===== src/pkg/sfb_pkg.sv =====
/*
 * sfb_pkg: shared constants, enumerations and carrier structs for the
 * serial flash bus front end.
 * assumes: a single system clock domain that oversamples the serial pins.
 */
package sfb_pkg;

	// ========================================================================
	// pin sampling
	// ========================================================================
	localparam int SFB_SYNC_DEPTH = 3;       // flops in each pin synchroniser
	localparam int SFB_BYTE_BITS = 8;
	localparam int SFB_ADDR_BYTES = 3;
	localparam int SFB_PAGE_BYTES = 256;     // most data bytes one program takes
	localparam int SFB_SEC_PAGES = 3;        // separate security pages

	// ========================================================================
	// pin reset levels (select idles high, clock and data idle low)
	// ========================================================================
	localparam logic SFB_SELECT_IDLE = 1'b1;
	localparam logic SFB_SCK_IDLE = 1'b0;
	localparam logic SFB_LANE_IDLE = 1'b0;

	// ========================================================================
	// command codes and header layout
	// ========================================================================
	localparam logic [7:0] SFB_OPC_READ = 8'h03;
	localparam logic [7:0] SFB_OPC_FAST_READ = 8'h0b;
	localparam logic [7:0] SFB_OPC_DUAL_READ = 8'h3b;
	localparam logic [7:0] SFB_OPC_QUAD_READ = 8'h6b;
	localparam logic [7:0] SFB_OPC_PROGRAM = 8'h02;
	localparam logic [7:0] SFB_OPC_ERASE_4K = 8'h20;
	localparam logic [7:0] SFB_OPC_ERASE_32K = 8'h52;
	localparam logic [7:0] SFB_OPC_ERASE_64K = 8'hd8;
	localparam logic [7:0] SFB_OPC_ERASE_CHIP = 8'h60;
	localparam logic [7:0] SFB_OPC_SEC_ERASE = 8'h44;
	localparam logic [7:0] SFB_OPC_SEC_PROGRAM = 8'h42;
	localparam logic [7:0] SFB_OPC_SEC_READ = 8'h48;
	localparam logic [2:0] SFB_DUMMY_BYTES = 3'h1; // wait byte of the fast reads
	localparam int SFB_SEC_PAGE_LSB = 12;    // address bits naming a security page

	// ========================================================================
	// types
	// ========================================================================
	typedef enum logic [1:0] {
		SFB_LANES_1 = 2'h0,
		SFB_LANES_2 = 2'h1,
		SFB_LANES_4 = 2'h2
	} sfb_lanes_t;

	typedef enum logic [2:0] {
		SFB_OP_NONE = 3'h0,
		SFB_OP_PROGRAM = 3'h1,
		SFB_OP_ERASE_4K = 3'h2,
		SFB_OP_ERASE_32K = 3'h3,
		SFB_OP_ERASE_64K = 3'h4,
		SFB_OP_ERASE_CHIP = 3'h5,
		SFB_OP_SEC_PROGRAM = 3'h6,
		SFB_OP_SEC_ERASE = 3'h7
	} sfb_op_kind_t;

	// one received byte
	typedef struct packed {
		logic valid;
		logic is_cmd;
		logic is_data;
		logic [7:0] index;
		logic [7:0] data;
	} sfb_rx_t;

	// one operation handed on when the frame closes
	typedef struct packed {
		logic valid;
		sfb_op_kind_t kind;
		logic [23:0] addr;
		logic [8:0] count;
		logic [1:0] page;
	} sfb_op_t;

endpackage


===== src/rtl/sfb_pin_sync.sv =====
/*
 * sfb_pin_sync: three-flop synchroniser and edge finder for a group of pins.
 * assumes: pins are asynchronous to clock_in and change slower than
 * two clock periods.
 */
`timescale 1ns/100ps

module sfb_pin_sync #(
	parameter int WIDTH = 3,
	parameter logic [WIDTH-1:0] IDLE = '0
) (
	input wire logic clock_in,
	input wire logic rst_n_in,
	input wire logic [WIDTH-1:0] pins_in,
	output logic [WIDTH-1:0] level_out,
	output logic [WIDTH-1:0] rise_out,
	output logic [WIDTH-1:0] fall_out
);

	// ========================================================================
	// per pin chain
	// ========================================================================
	for (genvar i = 0; i < WIDTH; i++) begin : g_pin
		logic s1_q;
		logic s2_q;
		logic s3_q;
		logic lvl_q;
		logic rise_q;
		logic fall_q;

		// first flop is read only by the second
		always_ff @(posedge clock_in) begin
			if (!rst_n_in) begin
				s1_q <= IDLE[i];
				s2_q <= IDLE[i];
				s3_q <= IDLE[i];
			end else begin
				s1_q <= pins_in[i];
				s2_q <= s1_q;
				s3_q <= s2_q;
			end
		end

		// a change counts once the second and third flops agree
		always_ff @(posedge clock_in) begin
			if (!rst_n_in) begin
				lvl_q <= IDLE[i];
				rise_q <= 1'b0;
				fall_q <= 1'b0;
			end else begin
				rise_q <= (s2_q == s3_q) && s3_q && !lvl_q;
				fall_q <= (s2_q == s3_q) && !s3_q && lvl_q;
				if (s2_q == s3_q) begin
					lvl_q <= s3_q;
				end
			end
		end

		assign level_out[i] = lvl_q;
		assign rise_out[i] = rise_q;
		assign fall_out[i] = fall_q;
	end

endmodule


===== src/rtl/sfb_serial_front.sv =====
/*
 * sfb_serial_front: serial bus front end of a small serial flash.
 * Frames operations by the active-low select, shifts command, address and
 * write data in on lane 0, shifts read data out on one, two or four lanes,
 * and hands finished program / erase operations to the array controller.
 * assumes: the serial clock is far slower than clock_in (at least eight
 * clock_in periods per half cycle); the array controller reports busy_in
 * while a self-timed cycle runs and supplies read bytes on tx_data_in.
 */
`timescale 1ns/100ps

// What this block does
// - The device answers only while the active-low select is held low.
// - Releasing select deselects the device into standby, never deep power-down.
// - While deselected the serial output lane is released to high impedance.
// - While deselected nothing on the serial input lane is accepted.
// - Every operation starts only at a falling edge of select.
// - A rising edge of select ends the operation.
// - Ending a self-timed program or erase keeps the device active until it completes.
// - Command, address and write data bits are taken on rising serial clock edges.
// - Output bits change only on falling serial clock edges, one per edge in single mode.
// - Dual and quad reads turn lane 0 into an output, two or four bits per falling edge.
// - Serial clock modes 0 and 3 both work, whichever level the clock idles at.
// - A program needs at least 1 data byte; its count holds at PAGE_BYTES (256 by default) when more are sent.
// - Erases come at 4, 32 and 64 Kbyte blocks and for the whole array.
// - Three security pages exist and each one locks on its own.
// - Quad reads also drive lanes 2 and 3 in place of the protect and hold inputs.
module sfb_serial_front #(
	parameter int PAGE_BYTES = sfb_pkg::SFB_PAGE_BYTES
) (
	input wire logic clock_in,
	input wire logic rst_n_in,
	input wire logic select_n_in,
	input wire logic sck_in,
	input wire logic [3:0] shared_lane_in,
	output logic [3:0] shared_lane_out,
	output logic [3:0] shared_lane_oe_out,
	input wire logic busy_in,
	input wire logic [2:0] sec_lock_in,
	input wire logic [7:0] tx_data_in,
	output logic tx_req_out,
	output sfb_pkg::sfb_rx_t rx_out,
	output sfb_pkg::sfb_op_t op_out,
	output logic selected_out,
	output logic standby_out,
	output logic frame_start_out,
	output logic frame_end_out
);

	// ========================================================================
	// elaboration check
	// ========================================================================
	if (PAGE_BYTES < 1 || PAGE_BYTES > sfb_pkg::SFB_PAGE_BYTES) begin : g_bad_page
		$error("PAGE_BYTES must lie between 1 and 256");
	end

	localparam logic [8:0] PAGE_MAX = 9'(PAGE_BYTES);

	typedef enum logic [2:0] {
		ST_IDLE = 3'b000,
		ST_CMD = 3'b001,
		ST_ADDR = 3'b011,
		ST_DATA_IN = 3'b010,
		ST_DATA_OUT = 3'b111
	} sfb_state_t;

	// ========================================================================
	// pin synchronisers: select, clock, lane 0
	// ========================================================================
	logic [2:0] pin_lvl;
	logic [2:0] pin_rise;
	logic [2:0] pin_fall;

	sfb_pin_sync #(
		.WIDTH(3),
		.IDLE({sfb_pkg::SFB_LANE_IDLE, sfb_pkg::SFB_SCK_IDLE, sfb_pkg::SFB_SELECT_IDLE})
	) u_sync (
		.clock_in(clock_in),
		.rst_n_in(rst_n_in),
		.pins_in({shared_lane_in[0], sck_in, select_n_in}),
		.level_out(pin_lvl),
		.rise_out(pin_rise),
		.fall_out(pin_fall)
	);

	logic sel_active;
	logic sel_start;
	logic sel_end;
	logic sck_rise;
	logic sck_fall;
	logic si_bit;

	assign sel_active = !pin_lvl[0];
	assign sel_start = pin_fall[0];
	assign sel_end = pin_rise[0];
	// clock edges only count while selected; idle level is irrelevant
	assign sck_rise = pin_rise[1] && sel_active && !sel_start;
	assign sck_fall = pin_fall[1] && sel_active && !sel_start;
	assign si_bit = pin_lvl[2];

	// ========================================================================
	// state
	// ========================================================================
	sfb_state_t state_q;
	sfb_state_t state_d;
	logic [2:0] bit_cnt_q;
	logic [7:0] rx_shift_q;
	logic [7:0] opcode_q;
	logic [2:0] hdr_cnt_q;
	logic [2:0] hdr_len_q;
	logic [23:0] addr_q;
	logic [8:0] data_cnt_q;
	logic [7:0] data_idx_q;
	sfb_pkg::sfb_lanes_t lanes_q;
	logic [2:0] out_cnt_q;
	logic [7:0] tx_shift_q;
	logic [3:0] lane_out_q;
	logic [3:0] lane_oe_q;
	logic standby_q;
	sfb_pkg::sfb_rx_t rx_q;
	sfb_pkg::sfb_op_t op_q;

	logic byte_done;
	logic [7:0] byte_val;

	// bit taken on rise from lane 0, msb first
	assign byte_val = {rx_shift_q[6:0], si_bit};
	assign byte_done = sck_rise && (bit_cnt_q == 3'h7) && (state_q != ST_DATA_OUT);

	// ========================================================================
	// input shifter and bit counter
	// ========================================================================
	// input sampling
	always_ff @(posedge clock_in) begin
		if (!rst_n_in || sel_start) begin
			bit_cnt_q <= 3'h0;
			rx_shift_q <= 8'h00;
		end else if (sck_rise && state_q != ST_DATA_OUT && state_q != ST_IDLE) begin
			bit_cnt_q <= bit_cnt_q + 3'h1;
			rx_shift_q <= byte_val;
		end
	end

	// ========================================================================
	// frame state machine
	// ========================================================================
	always_comb begin
		state_d = state_q;
		unique case (state_q)
			ST_IDLE: begin
				if (sel_start) begin
					state_d = ST_CMD;
				end
			end
			ST_CMD: begin
				if (byte_done) begin
					unique case (byte_val)
						sfb_pkg::SFB_OPC_READ, sfb_pkg::SFB_OPC_FAST_READ,
						sfb_pkg::SFB_OPC_DUAL_READ, sfb_pkg::SFB_OPC_QUAD_READ,
						sfb_pkg::SFB_OPC_PROGRAM, sfb_pkg::SFB_OPC_ERASE_4K,
						sfb_pkg::SFB_OPC_ERASE_32K, sfb_pkg::SFB_OPC_ERASE_64K,
						sfb_pkg::SFB_OPC_SEC_ERASE, sfb_pkg::SFB_OPC_SEC_PROGRAM,
						sfb_pkg::SFB_OPC_SEC_READ: begin
							state_d = ST_ADDR;
						end
						default: begin
							state_d = ST_DATA_IN;
						end
					endcase
				end
			end
			ST_ADDR: begin
				if (byte_done && hdr_cnt_q == hdr_len_q - 3'h1) begin
					state_d = is_read(opcode_q) ? ST_DATA_OUT : ST_DATA_IN;
				end
			end
			ST_DATA_IN, ST_DATA_OUT: begin
				state_d = state_q;
			end
			default: begin
				state_d = ST_IDLE;
			end
		endcase
		if (sel_end || !sel_active) begin
			state_d = ST_IDLE;
		end
		if (sel_start) begin
			state_d = ST_CMD;
		end
	end

	function automatic logic is_read(input logic [7:0] opc);
		is_read = (opc == sfb_pkg::SFB_OPC_READ) || (opc == sfb_pkg::SFB_OPC_FAST_READ)
			|| (opc == sfb_pkg::SFB_OPC_DUAL_READ) || (opc == sfb_pkg::SFB_OPC_QUAD_READ)
			|| (opc == sfb_pkg::SFB_OPC_SEC_READ);
	endfunction

	always_ff @(posedge clock_in) begin
		if (!rst_n_in) begin
			state_q <= ST_IDLE;
		end else begin
			state_q <= state_d;
		end
	end

	// ========================================================================
	// header capture: opcode, address, wait bytes, lane mode
	// ========================================================================
	always_ff @(posedge clock_in) begin
		if (!rst_n_in || sel_start) begin
			opcode_q <= 8'h00;
			hdr_cnt_q <= 3'h0;
			hdr_len_q <= 3'(sfb_pkg::SFB_ADDR_BYTES);
			addr_q <= 24'h000000;
			lanes_q <= sfb_pkg::SFB_LANES_1;
		end else if (byte_done && state_q == ST_CMD) begin
			opcode_q <= byte_val;
			// fast reads carry one wait byte after the address
			if (is_read(byte_val) && byte_val != sfb_pkg::SFB_OPC_READ) begin
				hdr_len_q <= 3'(sfb_pkg::SFB_ADDR_BYTES) + sfb_pkg::SFB_DUMMY_BYTES;
			end
			// lane count chosen by the read command
			if (byte_val == sfb_pkg::SFB_OPC_DUAL_READ) begin
				lanes_q <= sfb_pkg::SFB_LANES_2;
			end else if (byte_val == sfb_pkg::SFB_OPC_QUAD_READ) begin
				lanes_q <= sfb_pkg::SFB_LANES_4;
			end
		end else if (byte_done && state_q == ST_ADDR) begin
			hdr_cnt_q <= hdr_cnt_q + 3'h1;
			// address bytes arrive high byte first
			if (hdr_cnt_q < 3'(sfb_pkg::SFB_ADDR_BYTES)) begin
				addr_q <= {addr_q[15:0], byte_val};
			end
		end
	end

	// ========================================================================
	// write data counting
	// ========================================================================
	// count saturates at a page; the 8-bit index wraps at 256
	always_ff @(posedge clock_in) begin
		if (!rst_n_in || sel_start) begin
			data_cnt_q <= 9'h000;
			data_idx_q <= 8'h00;
		end else if (byte_done && state_q == ST_DATA_IN) begin
			data_idx_q <= data_idx_q + 8'h01;
			if (data_cnt_q != PAGE_MAX) begin
				data_cnt_q <= data_cnt_q + 9'h001;
			end
		end
	end

	// ========================================================================
	// received byte stream to the array controller
	// ========================================================================
	always_ff @(posedge clock_in) begin
		if (!rst_n_in) begin
			rx_q <= '0;
		end else begin
			rx_q.valid <= byte_done && state_q != ST_IDLE;
			rx_q.is_cmd <= state_q == ST_CMD;
			rx_q.is_data <= state_q == ST_DATA_IN;
			rx_q.index <= (state_q == ST_ADDR) ? 8'(hdr_cnt_q) : data_idx_q;
			if (byte_done) begin
				rx_q.data <= byte_val;
			end
		end
	end

	// ========================================================================
	// output shifter
	// ========================================================================
	logic [7:0] tx_word;
	logic [2:0] tx_step;

	// a new byte is fetched when the previous one is used up
	assign tx_word = (out_cnt_q == 3'h0) ? tx_data_in : tx_shift_q;
	always_comb begin
		unique case (lanes_q)
			sfb_pkg::SFB_LANES_2: tx_step = 3'h2;
			sfb_pkg::SFB_LANES_4: tx_step = 3'h4;
			default: tx_step = 3'h1;
		endcase
	end
	// handshake: the byte on tx_data_in is taken in this cycle
	assign tx_req_out = sck_fall && state_q == ST_DATA_OUT && out_cnt_q == 3'h0;

	// output advances only on clock fall
	always_ff @(posedge clock_in) begin
		if (!rst_n_in || sel_start) begin
			out_cnt_q <= 3'h0;
			tx_shift_q <= 8'h00;
		end else if (sck_fall && state_q == ST_DATA_OUT) begin
			out_cnt_q <= out_cnt_q + tx_step;
			tx_shift_q <= tx_word << tx_step;
		end
	end

	// ========================================================================
	// lane drivers
	// ========================================================================
	// lanes released whenever select is not held low
	always_ff @(posedge clock_in) begin
		if (!rst_n_in || !sel_active || sel_end || state_q != ST_DATA_OUT) begin
			lane_out_q <= 4'h0;
			lane_oe_q <= 4'h0;
		end else if (sck_fall) begin
			unique case (lanes_q)
				// lane 1 carries the high bit, lane 0 the low one
				sfb_pkg::SFB_LANES_2: begin
					lane_out_q <= {2'b00, tx_word[7:6]};
					lane_oe_q <= 4'h3;
				end
				// protect and hold pins become lanes 2 and 3
				sfb_pkg::SFB_LANES_4: begin
					lane_out_q <= tx_word[7:4];
					lane_oe_q <= 4'hf;
				end
				// one bit per fall on the serial output lane
				default: begin
					lane_out_q <= {2'b00, tx_word[7], 1'b0};
					lane_oe_q <= 4'h2;
				end
			endcase
		end
	end

	// ========================================================================
	// operation hand-off at the close of a frame
	// ========================================================================
	sfb_pkg::sfb_op_kind_t kind;
	logic [1:0] page;
	logic page_ok;
	logic hdr_done;

	assign page = addr_q[sfb_pkg::SFB_SEC_PAGE_LSB +: 2];
	// pages 1 to 3, each refused while its own lock bit is set
	assign page_ok = (page != 2'h0) && !sec_lock_in[2'(page - 2'h1)];
	assign hdr_done = state_q == ST_DATA_IN && hdr_cnt_q == hdr_len_q;

	always_comb begin
		unique case (opcode_q)
			sfb_pkg::SFB_OPC_PROGRAM: kind = sfb_pkg::SFB_OP_PROGRAM;
			sfb_pkg::SFB_OPC_ERASE_4K: kind = sfb_pkg::SFB_OP_ERASE_4K;
			sfb_pkg::SFB_OPC_ERASE_32K: kind = sfb_pkg::SFB_OP_ERASE_32K;
			sfb_pkg::SFB_OPC_ERASE_64K: kind = sfb_pkg::SFB_OP_ERASE_64K;
			sfb_pkg::SFB_OPC_ERASE_CHIP: kind = sfb_pkg::SFB_OP_ERASE_CHIP;
			sfb_pkg::SFB_OPC_SEC_PROGRAM: kind = sfb_pkg::SFB_OP_SEC_PROGRAM;
			sfb_pkg::SFB_OPC_SEC_ERASE: kind = sfb_pkg::SFB_OP_SEC_ERASE;
			default: kind = sfb_pkg::SFB_OP_NONE;
		endcase
	end

	// operation issued only on a byte-aligned select rise
	always_ff @(posedge clock_in) begin
		if (!rst_n_in) begin
			op_q <= '0;
		end else begin
			op_q.valid <= 1'b0;
			if (sel_end && bit_cnt_q == 3'h0 && !busy_in) begin
				unique case (kind)
					// program needs at least 1 data byte; the count holds at PAGE_BYTES
					sfb_pkg::SFB_OP_PROGRAM: op_q.valid <= hdr_done && data_cnt_q != 9'h000;
					sfb_pkg::SFB_OP_SEC_PROGRAM:
						op_q.valid <= hdr_done && data_cnt_q != 9'h000 && page_ok;
					sfb_pkg::SFB_OP_SEC_ERASE:
						op_q.valid <= hdr_done && data_cnt_q == 9'h000 && page_ok;
					// whole array erase is the opcode alone
					sfb_pkg::SFB_OP_ERASE_CHIP:
						op_q.valid <= state_q == ST_DATA_IN && data_cnt_q == 9'h000;
					sfb_pkg::SFB_OP_NONE: op_q.valid <= 1'b0;
					default: op_q.valid <= hdr_done && data_cnt_q == 9'h000;
				endcase
				op_q.kind <= kind;
				op_q.addr <= addr_q;
				op_q.count <= data_cnt_q;
				op_q.page <= page;
			end
		end
	end

	// ========================================================================
	// standby indication
	// ========================================================================
	// standby only once deselected and no self-timed cycle runs
	always_ff @(posedge clock_in) begin
		if (!rst_n_in) begin
			standby_q <= 1'b1;
		end else begin
			standby_q <= !sel_active && !busy_in && !op_q.valid;
		end
	end

	assign shared_lane_out = lane_out_q;
	assign shared_lane_oe_out = lane_oe_q;
	assign rx_out = rx_q;
	assign op_out = op_q;
	assign selected_out = sel_active;
	assign standby_out = standby_q;
	assign frame_start_out = sel_start;
	assign frame_end_out = sel_end;

endmodule


===== config.mk =====
export PLATFORM = sky130hd
export DESIGN_NAME = sfb_serial_front
export DESIGN_NICKNAME = d
export VERILOG_FILES = /design/src/pkg/sfb_pkg.sv /design/src/rtl/sfb_pin_sync.sv /design/src/rtl/sfb_serial_front.sv
export SDC_FILE = /design/constraint.sdc
export NUM_CORES = 1
export LEC_CHECK = 0
export BUFFER_PORTS_ARGS = -buffer_cell sky130_fd_sc_hd__buf_2
export CAP_MARGIN = 10
export CORE_UTILIZATION = 55
export CTS_CLUSTER_DIAMETER = 80
export DETAILED_ROUTE_END_ITERATION = 8
export GPL_ROUTABILITY_DRIVEN = 0
export GPL_TIMING_DRIVEN = 0
export PLACE_DENSITY_LB_ADDON = 0.3
export SLEW_MARGIN = 0
export SYNTH_ARGS = -nofsm -noshare
export SYNTH_HDL_FRONTEND = slang
export SYNTH_SLANG_ARGS = --single-unit

===== constraint.sdc =====
create_clock -name clock_in -period 6.1 [get_ports clock_in]
set_input_delay 1.22 -clock clock_in [delete_from_list [all_inputs] [get_ports clock_in]]
set_output_delay 1.22 -clock clock_in [all_outputs]
set_load 0.02 [all_outputs]

== Word-level counts from Yosys, hierarchy flattened ==
Cells that the tools add are included.

* Bits of input ports: 20
* Logic and storage cells: 199
* Output and inout port bits: 71
* Flip-flop bits (word level): 164

* Multiplexer cells: 18
* Bitwise gates (word level): 3
* Magnitude comparators: 2
* Equality and inequality tests: 47
* Add/sub/neg operators: 7
* Shift operators: 1
* Reductions and logical operators: 78

{| class="wikitable"
|+ Operators with widths
! operator !! number
|-
| == test 8 x 7 -> 1 bit, second input constant || 11
|-
| logical AND 1 bit || 35
|-
| == test 8 x 2 -> 1 bit, second input constant || 4
|-
| == test 8 x 6 -> 1 bit, second input constant || 4
|-
| case mux 3 bit (7 select lines) || 1
|-
| == test 8 x 4 -> 1 bit, second input constant || 2
|-
| == test 8 bit, second input constant || 2
|-
| case mux 4 bit (2 select lines) || 2
|-
| == test 3 bit, second input constant || 5
|-
| logical OR 1 bit || 13
|-
| logical NOT 3 bit || 4
|-
| two-way mux 3 bit || 4
|-
| OR reduction 11 bit || 1
|-
| AND reduction 2 bit || 5
|-
| adder 9 x 1 -> 9 bit, second input constant || 1
|-
| logical NOT 1 bit || 9
|-
| logical NOT 9 bit || 1
|-
| inequality test 9 bit, second input constant || 1
|-
| case mux 3 bit (3 select lines) || 1
|-
| AND reduction 3 bit || 3
|-
| nonzero test 9 bit || 1
|-
| adder 8 x 1 -> 8 bit, second input constant || 1
|-
| two-way mux 8 bit || 1
|-
| inequality test 4 x 3 -> 1 bit, second input constant || 2
|-
| other kinds (27) || 42
|}

== Logic depth before layout (Yosys ltp) ==
* Word-level depth: 10
* Mapped depth: 9
* Gate-level depth less buffers: 8

== By module ==
A second synthesis with hierarchy kept.

* Cell total of the unflattened synthesis: 839
* Area, all modules: 7,171.9 sq um

{| class="wikitable"
|+ By module, submodules not included
! module !! cells each !! sequential area each (sq um) !! times used !! area an instance (sq um)
|-
| sfb_serial_front || 775 || 2,882.8 || 1 || 6,495.0
|-
| sfb_pin_sync || 64 || 360.3 || 1 || 676.9
|}

== Worst setup path after synthesis ==
OpenSTA, ideal clock, no wires.

* Kind: reg2out
* Start: register u_sync.g_pin[0].fall_q
* End: output tx_req_out
* Stages on the path, launching flop included: 6
* Data arrival time: 1.530 ns
* Buffers on the path: 1
* Required time: 4.880 ns
* Setup slack: 3.350 ns
* Path through: dfxtp_1 -> nor2_1 -> nand2_1 -> clkbuf_1 -> nor2_1 -> and2_1

* Longest elaborated chain between the ends: 4

{| class="wikitable"
|+ Ends and longest elaborated chain
! item !! line !! text
|-
| from (decl) || sfb_pin_sync.sv:29 || <nowiki>logic fall_q;</nowiki>
|-
| from (signal assigned) || sfb_pin_sync.sv:52 || <nowiki>fall_q <= (s2_q == s3_q) && !s3_q && lvl_q;</nowiki>
|-
| logical NOT 1 bit || sfb_serial_front.sv:98 || <nowiki>assign sck_fall = pin_fall[1] && sel_active && !sel_start;</nowiki>
|-
| logical AND 1 bit || sfb_serial_front.sv:98 ||
|-
| logical AND 1 bit (2 in a row) || sfb_serial_front.sv:286 || <nowiki>assign tx_req_out = sck_fall && state_q == ST_DATA_OUT && out_cnt_q == 3'h0;</nowiki>
|-
| to (decl) || sfb_serial_front.sv:41 || <nowiki>output logic tx_req_out,</nowiki>
|}

No other way between the ends.

== Worst setup path in the final report ==
Ends and elaborated chain as after synthesis.

==> impl_metrics.yaml <==
outcome:
  status: "complete, no violations"
synthesis:
  synth_seq_cells: 160
  syn-instance-count: 805
  synthArstFlopShare: 0
  ys_seq_area_frac: 0.472
  synth_area_um2: 6780
  synthTopCellsByCount: "nand2_1 (176), dfxtp_1 (160), a21oi_1 (90)"
  syn_nets: 841
  synth_edf_count: 0
  synth.distinct_cells: 62
  yosys_warnings: 0
  synthFlopType: "dfxtp_1"
  synth_most_common_cell: "nand2_1"
  syn_avg_cell_area_um2: 8.42
  yosysTopAreaCellShare: 0.472
  yosys-top-cells-area: "dfxtp_1 (47%), nand2_1 (9.7%), a21oi_1 (6.6%)"
  synth_top_area_cell: "dfxtp_1"
die:
  fp.coreArea_um2: 12000
  ios: 91
  rows: 40
  start_util: 0.564
  die_area_um2: 12800
  die_w_um: 113
  die_h_um: 113
pwr:
  finalPower_mw: 2.20
  pwr_density_cell_nw_per_um2: 276
  seqPwrFrac: 0.478
  intPower_mw: 1.74
  switching_share: 0.211
  combinationalPowerShare: 0.038
  switchingPower_mw: 0.465
  clkPwrFrac: 0.485
  peakVddDrop_v: 0.000214
  p_leak_nw: 3.28
route:
  post-route-drc-count: 0
  ant_nets: 0
  viasPerCell: 5.53
  routed_wl_um: 16100
  wl_per_cell_um: 15.1
  drtIter0Drc: 451
  via_count: 5921
  drtPass1Iterations: 5
setup_path:
  required_ns: 4.88
  critPathKind: "flop to primary output"
  start_kind: "flop"
  arrival_ns: 2.30
  worstSetupEndpointType: "primary output"
  cp_max_fo: 10
global_routing:
  antenna_found_initial: 0
  track_usage: 0.257
  first_global_vias: 5330
  grt_overflow_total: 0
  grt_pass1_wl_um: 25700
  grt_max_degree: 17
finish:
  area_growth_pct: 17.9
  fill_cells: 976
  antenna_cells: 0
  multiInputGateArea_um2: 3240
  fin_nets: 947
  seq_area_um2: 3200
  layout-drive-gt1-share: 0.164
clock_tree:
  clock-sinks: 160
  post_cts_buffers: 0
  cts_buffer_depth: 2
  htreeDepth: 4
  cts_buffers: 17
  path_clk_slew_ns: 0.06
  insertion_delay_ns: 0.43
  cts-resized-gates: 0
  root_buffer: "clkbuf_16"
  tritoncts: "built"
  postCtsHoldBufs: 0
place:
  post-dp-hpwl_um: 11200
  portBuffers: 87
run:
  drv_cap: 0
sta:
  slew_headroom: 0.493
  hold_viol: 0
  fin_setup_tns_ns: 0
  min_period_ns: 3.52
  rsz0062_at_grt: "false"
  fin_worst_skew_ns: 0.00641
  finalCritPeriodShare: 0.576
  worst_pin_slew_ns: 0.754
  setup_violations: 0
  fmax_mhz: 284
  final-max-slew-violation-count: 0
worst_hold_path:
  hold_path.class: "flop to flop"
## sequential cells by signal, indices dropped and copies added, names as in the netlist, 3 cells and up
register,flops
state_q,3
hdr_cnt_q,3
u_sync.g_pin.lvl_q,3
addr_q,24
rx_shift_q,7
opcode_q,8
u_sync.g_pin.s2_q,3
rx_out,19
out_cnt_q,3
data_cnt_q,9
shared_lane_out,4
u_sync.g_pin.s1_q,3
shared_lane_oe_out,3
bit_cnt_q,3
op_out,37
u_sync.g_pin.s3_q,3
data_idx_q,8
tx_shift_q,8
## stage by stage
stage               worst slack [ns]  instance area [um^2]  std cells  hold slack [ns]   util
detailed placement              3.02                  7400       1039            0.392  0.616
CTS                             2.57                  8000       1070            0.405  0.666
global route                    2.37                  8000       1070            0.421  0.666
global placement                3.04                  7400       1039            0.393  0.616
floorplan                       3.35                  6780        805            0.386      -
finish                          2.58                  8000       1070            0.407  0.666
## placed cells by master, fill, tap and decap left out, types with 3 or more instances in the layout
| master | synthesis | layout |
|---|---|---|
| a211oi_1 | 3 | 3 |
| a21oi_1 | 90 | 90 |
| a22oi_1 | 5 | 5 |
| a31o_2 | 3 | 3 |
| a31oi_1 | 7 | 7 |
| and2_1 | 9 | 9 |
| and3_1 | 14 | 14 |
| buf_2 | 6 | 93 |
| buf_4 | 4 | 4 |
| bufinv_16 | 0 | 3 |
| clkbuf_1 | 41 | 43 |
| clkbuf_16 | 0 | 17 |
| clkinv_2 | 0 | 3 |
| clkinvlp_4 | 0 | 3 |
| dfxtp_1 | 160 | 160 |
| ha_1 | 15 | 15 |
| inv_1 | 25 | 25 |
| mux2_2 | 3 | 3 |
| mux2i_1 | 24 | 24 |
| mux4_2 | 6 | 6 |
| nand2_1 | 176 | 176 |
| nand2b_1 | 7 | 7 |
| nand3_1 | 11 | 11 |
| nand3b_1 | 4 | 4 |
| nand4_1 | 9 | 9 |
| nor2_1 | 84 | 84 |
| nor3_1 | 11 | 11 |
| o211ai_1 | 3 | 3 |
| o21ai_0 | 12 | 12 |
| o22ai_1 | 3 | 3 |
| o31ai_1 | 5 | 5 |
| or3_1 | 6 | 6 |
| xnor2_1 | 5 | 5 |
| xor2_1 | 15 | 15 |
## routing by layer
metal,global-route usage,share of wire,vias to the layer above
met5,0,0,-
li1,-,-,2933
met2,0.407,0.48,158
met1,0.335,0.45,2806
met4,0.109,0.017,0
met3,0.0611,0.052,24
## cell families (layout without fill, tap and decap cells)
group,count (synthesis),after routing,synth area share
xor gates and xnor gates,20,20,0.0258
adders and majority gates,16,16,0.0306
AOI/OAI and AO/OA,142,142,0.122
DFF,160,160,0.472
and+or+nand+nor,353,353,0.240
buffers and inverters,81,199,0.0493
muxes,33,33,0.0604
## power by group through the flow
stage / Sequential (mW) / Combinational (mW) / Clock [mW]
after floorplan: 1.08 / 0.0548 / 0
after global placement: 1.08 / 0.0812 / 0
after detailed placement: 1.08 / 0.0818 / 0
after CTS: 1.05 / 0.0826 / 1.08
after global routing: 1.05 / 0.0905 / 1.13
final: 1.05 / 0.0831 / 1.07
## area by class of cell
cell class	count	share of cell area
multi-input combinational	564	0.405
clock buffer	21	0.0576
timing repair buffer	87	0.0545
clock inverter	10	0.0171
buffer	54	0.0291
inverter	27	0.0127
sequential	160	0.401
tap	147	0.0230
## critical path, cell delays in order (launching register included)
cell and delay (ns):
dfxtp_1 0.37, nor2_1 0.32, nand2_1 0.12, clkbuf_1 0.23, nor2_1 0.47, and2_1 0.20, buf_2 0.16
## final timing paths
| check | startpoint | to | slack (ns) | cells after the start |
|---|---|---|---|---|
| max | u_sync.g_pin[0].fall_q | tx_req_out | 2.58 | 6 |
| min | u_sync.g_pin[0].s1_q | u_sync.g_pin[0].s2_q | 0.41 | 1 |
| max reg2reg | state_q[2] | addr_q[4] | 3.59 | 9 |
| min reg2reg | u_sync.g_pin[0].s1_q | u_sync.g_pin[0].s2_q | 0.41 | 1 |
Note: power is estimated with default switching activity, not from simulation.
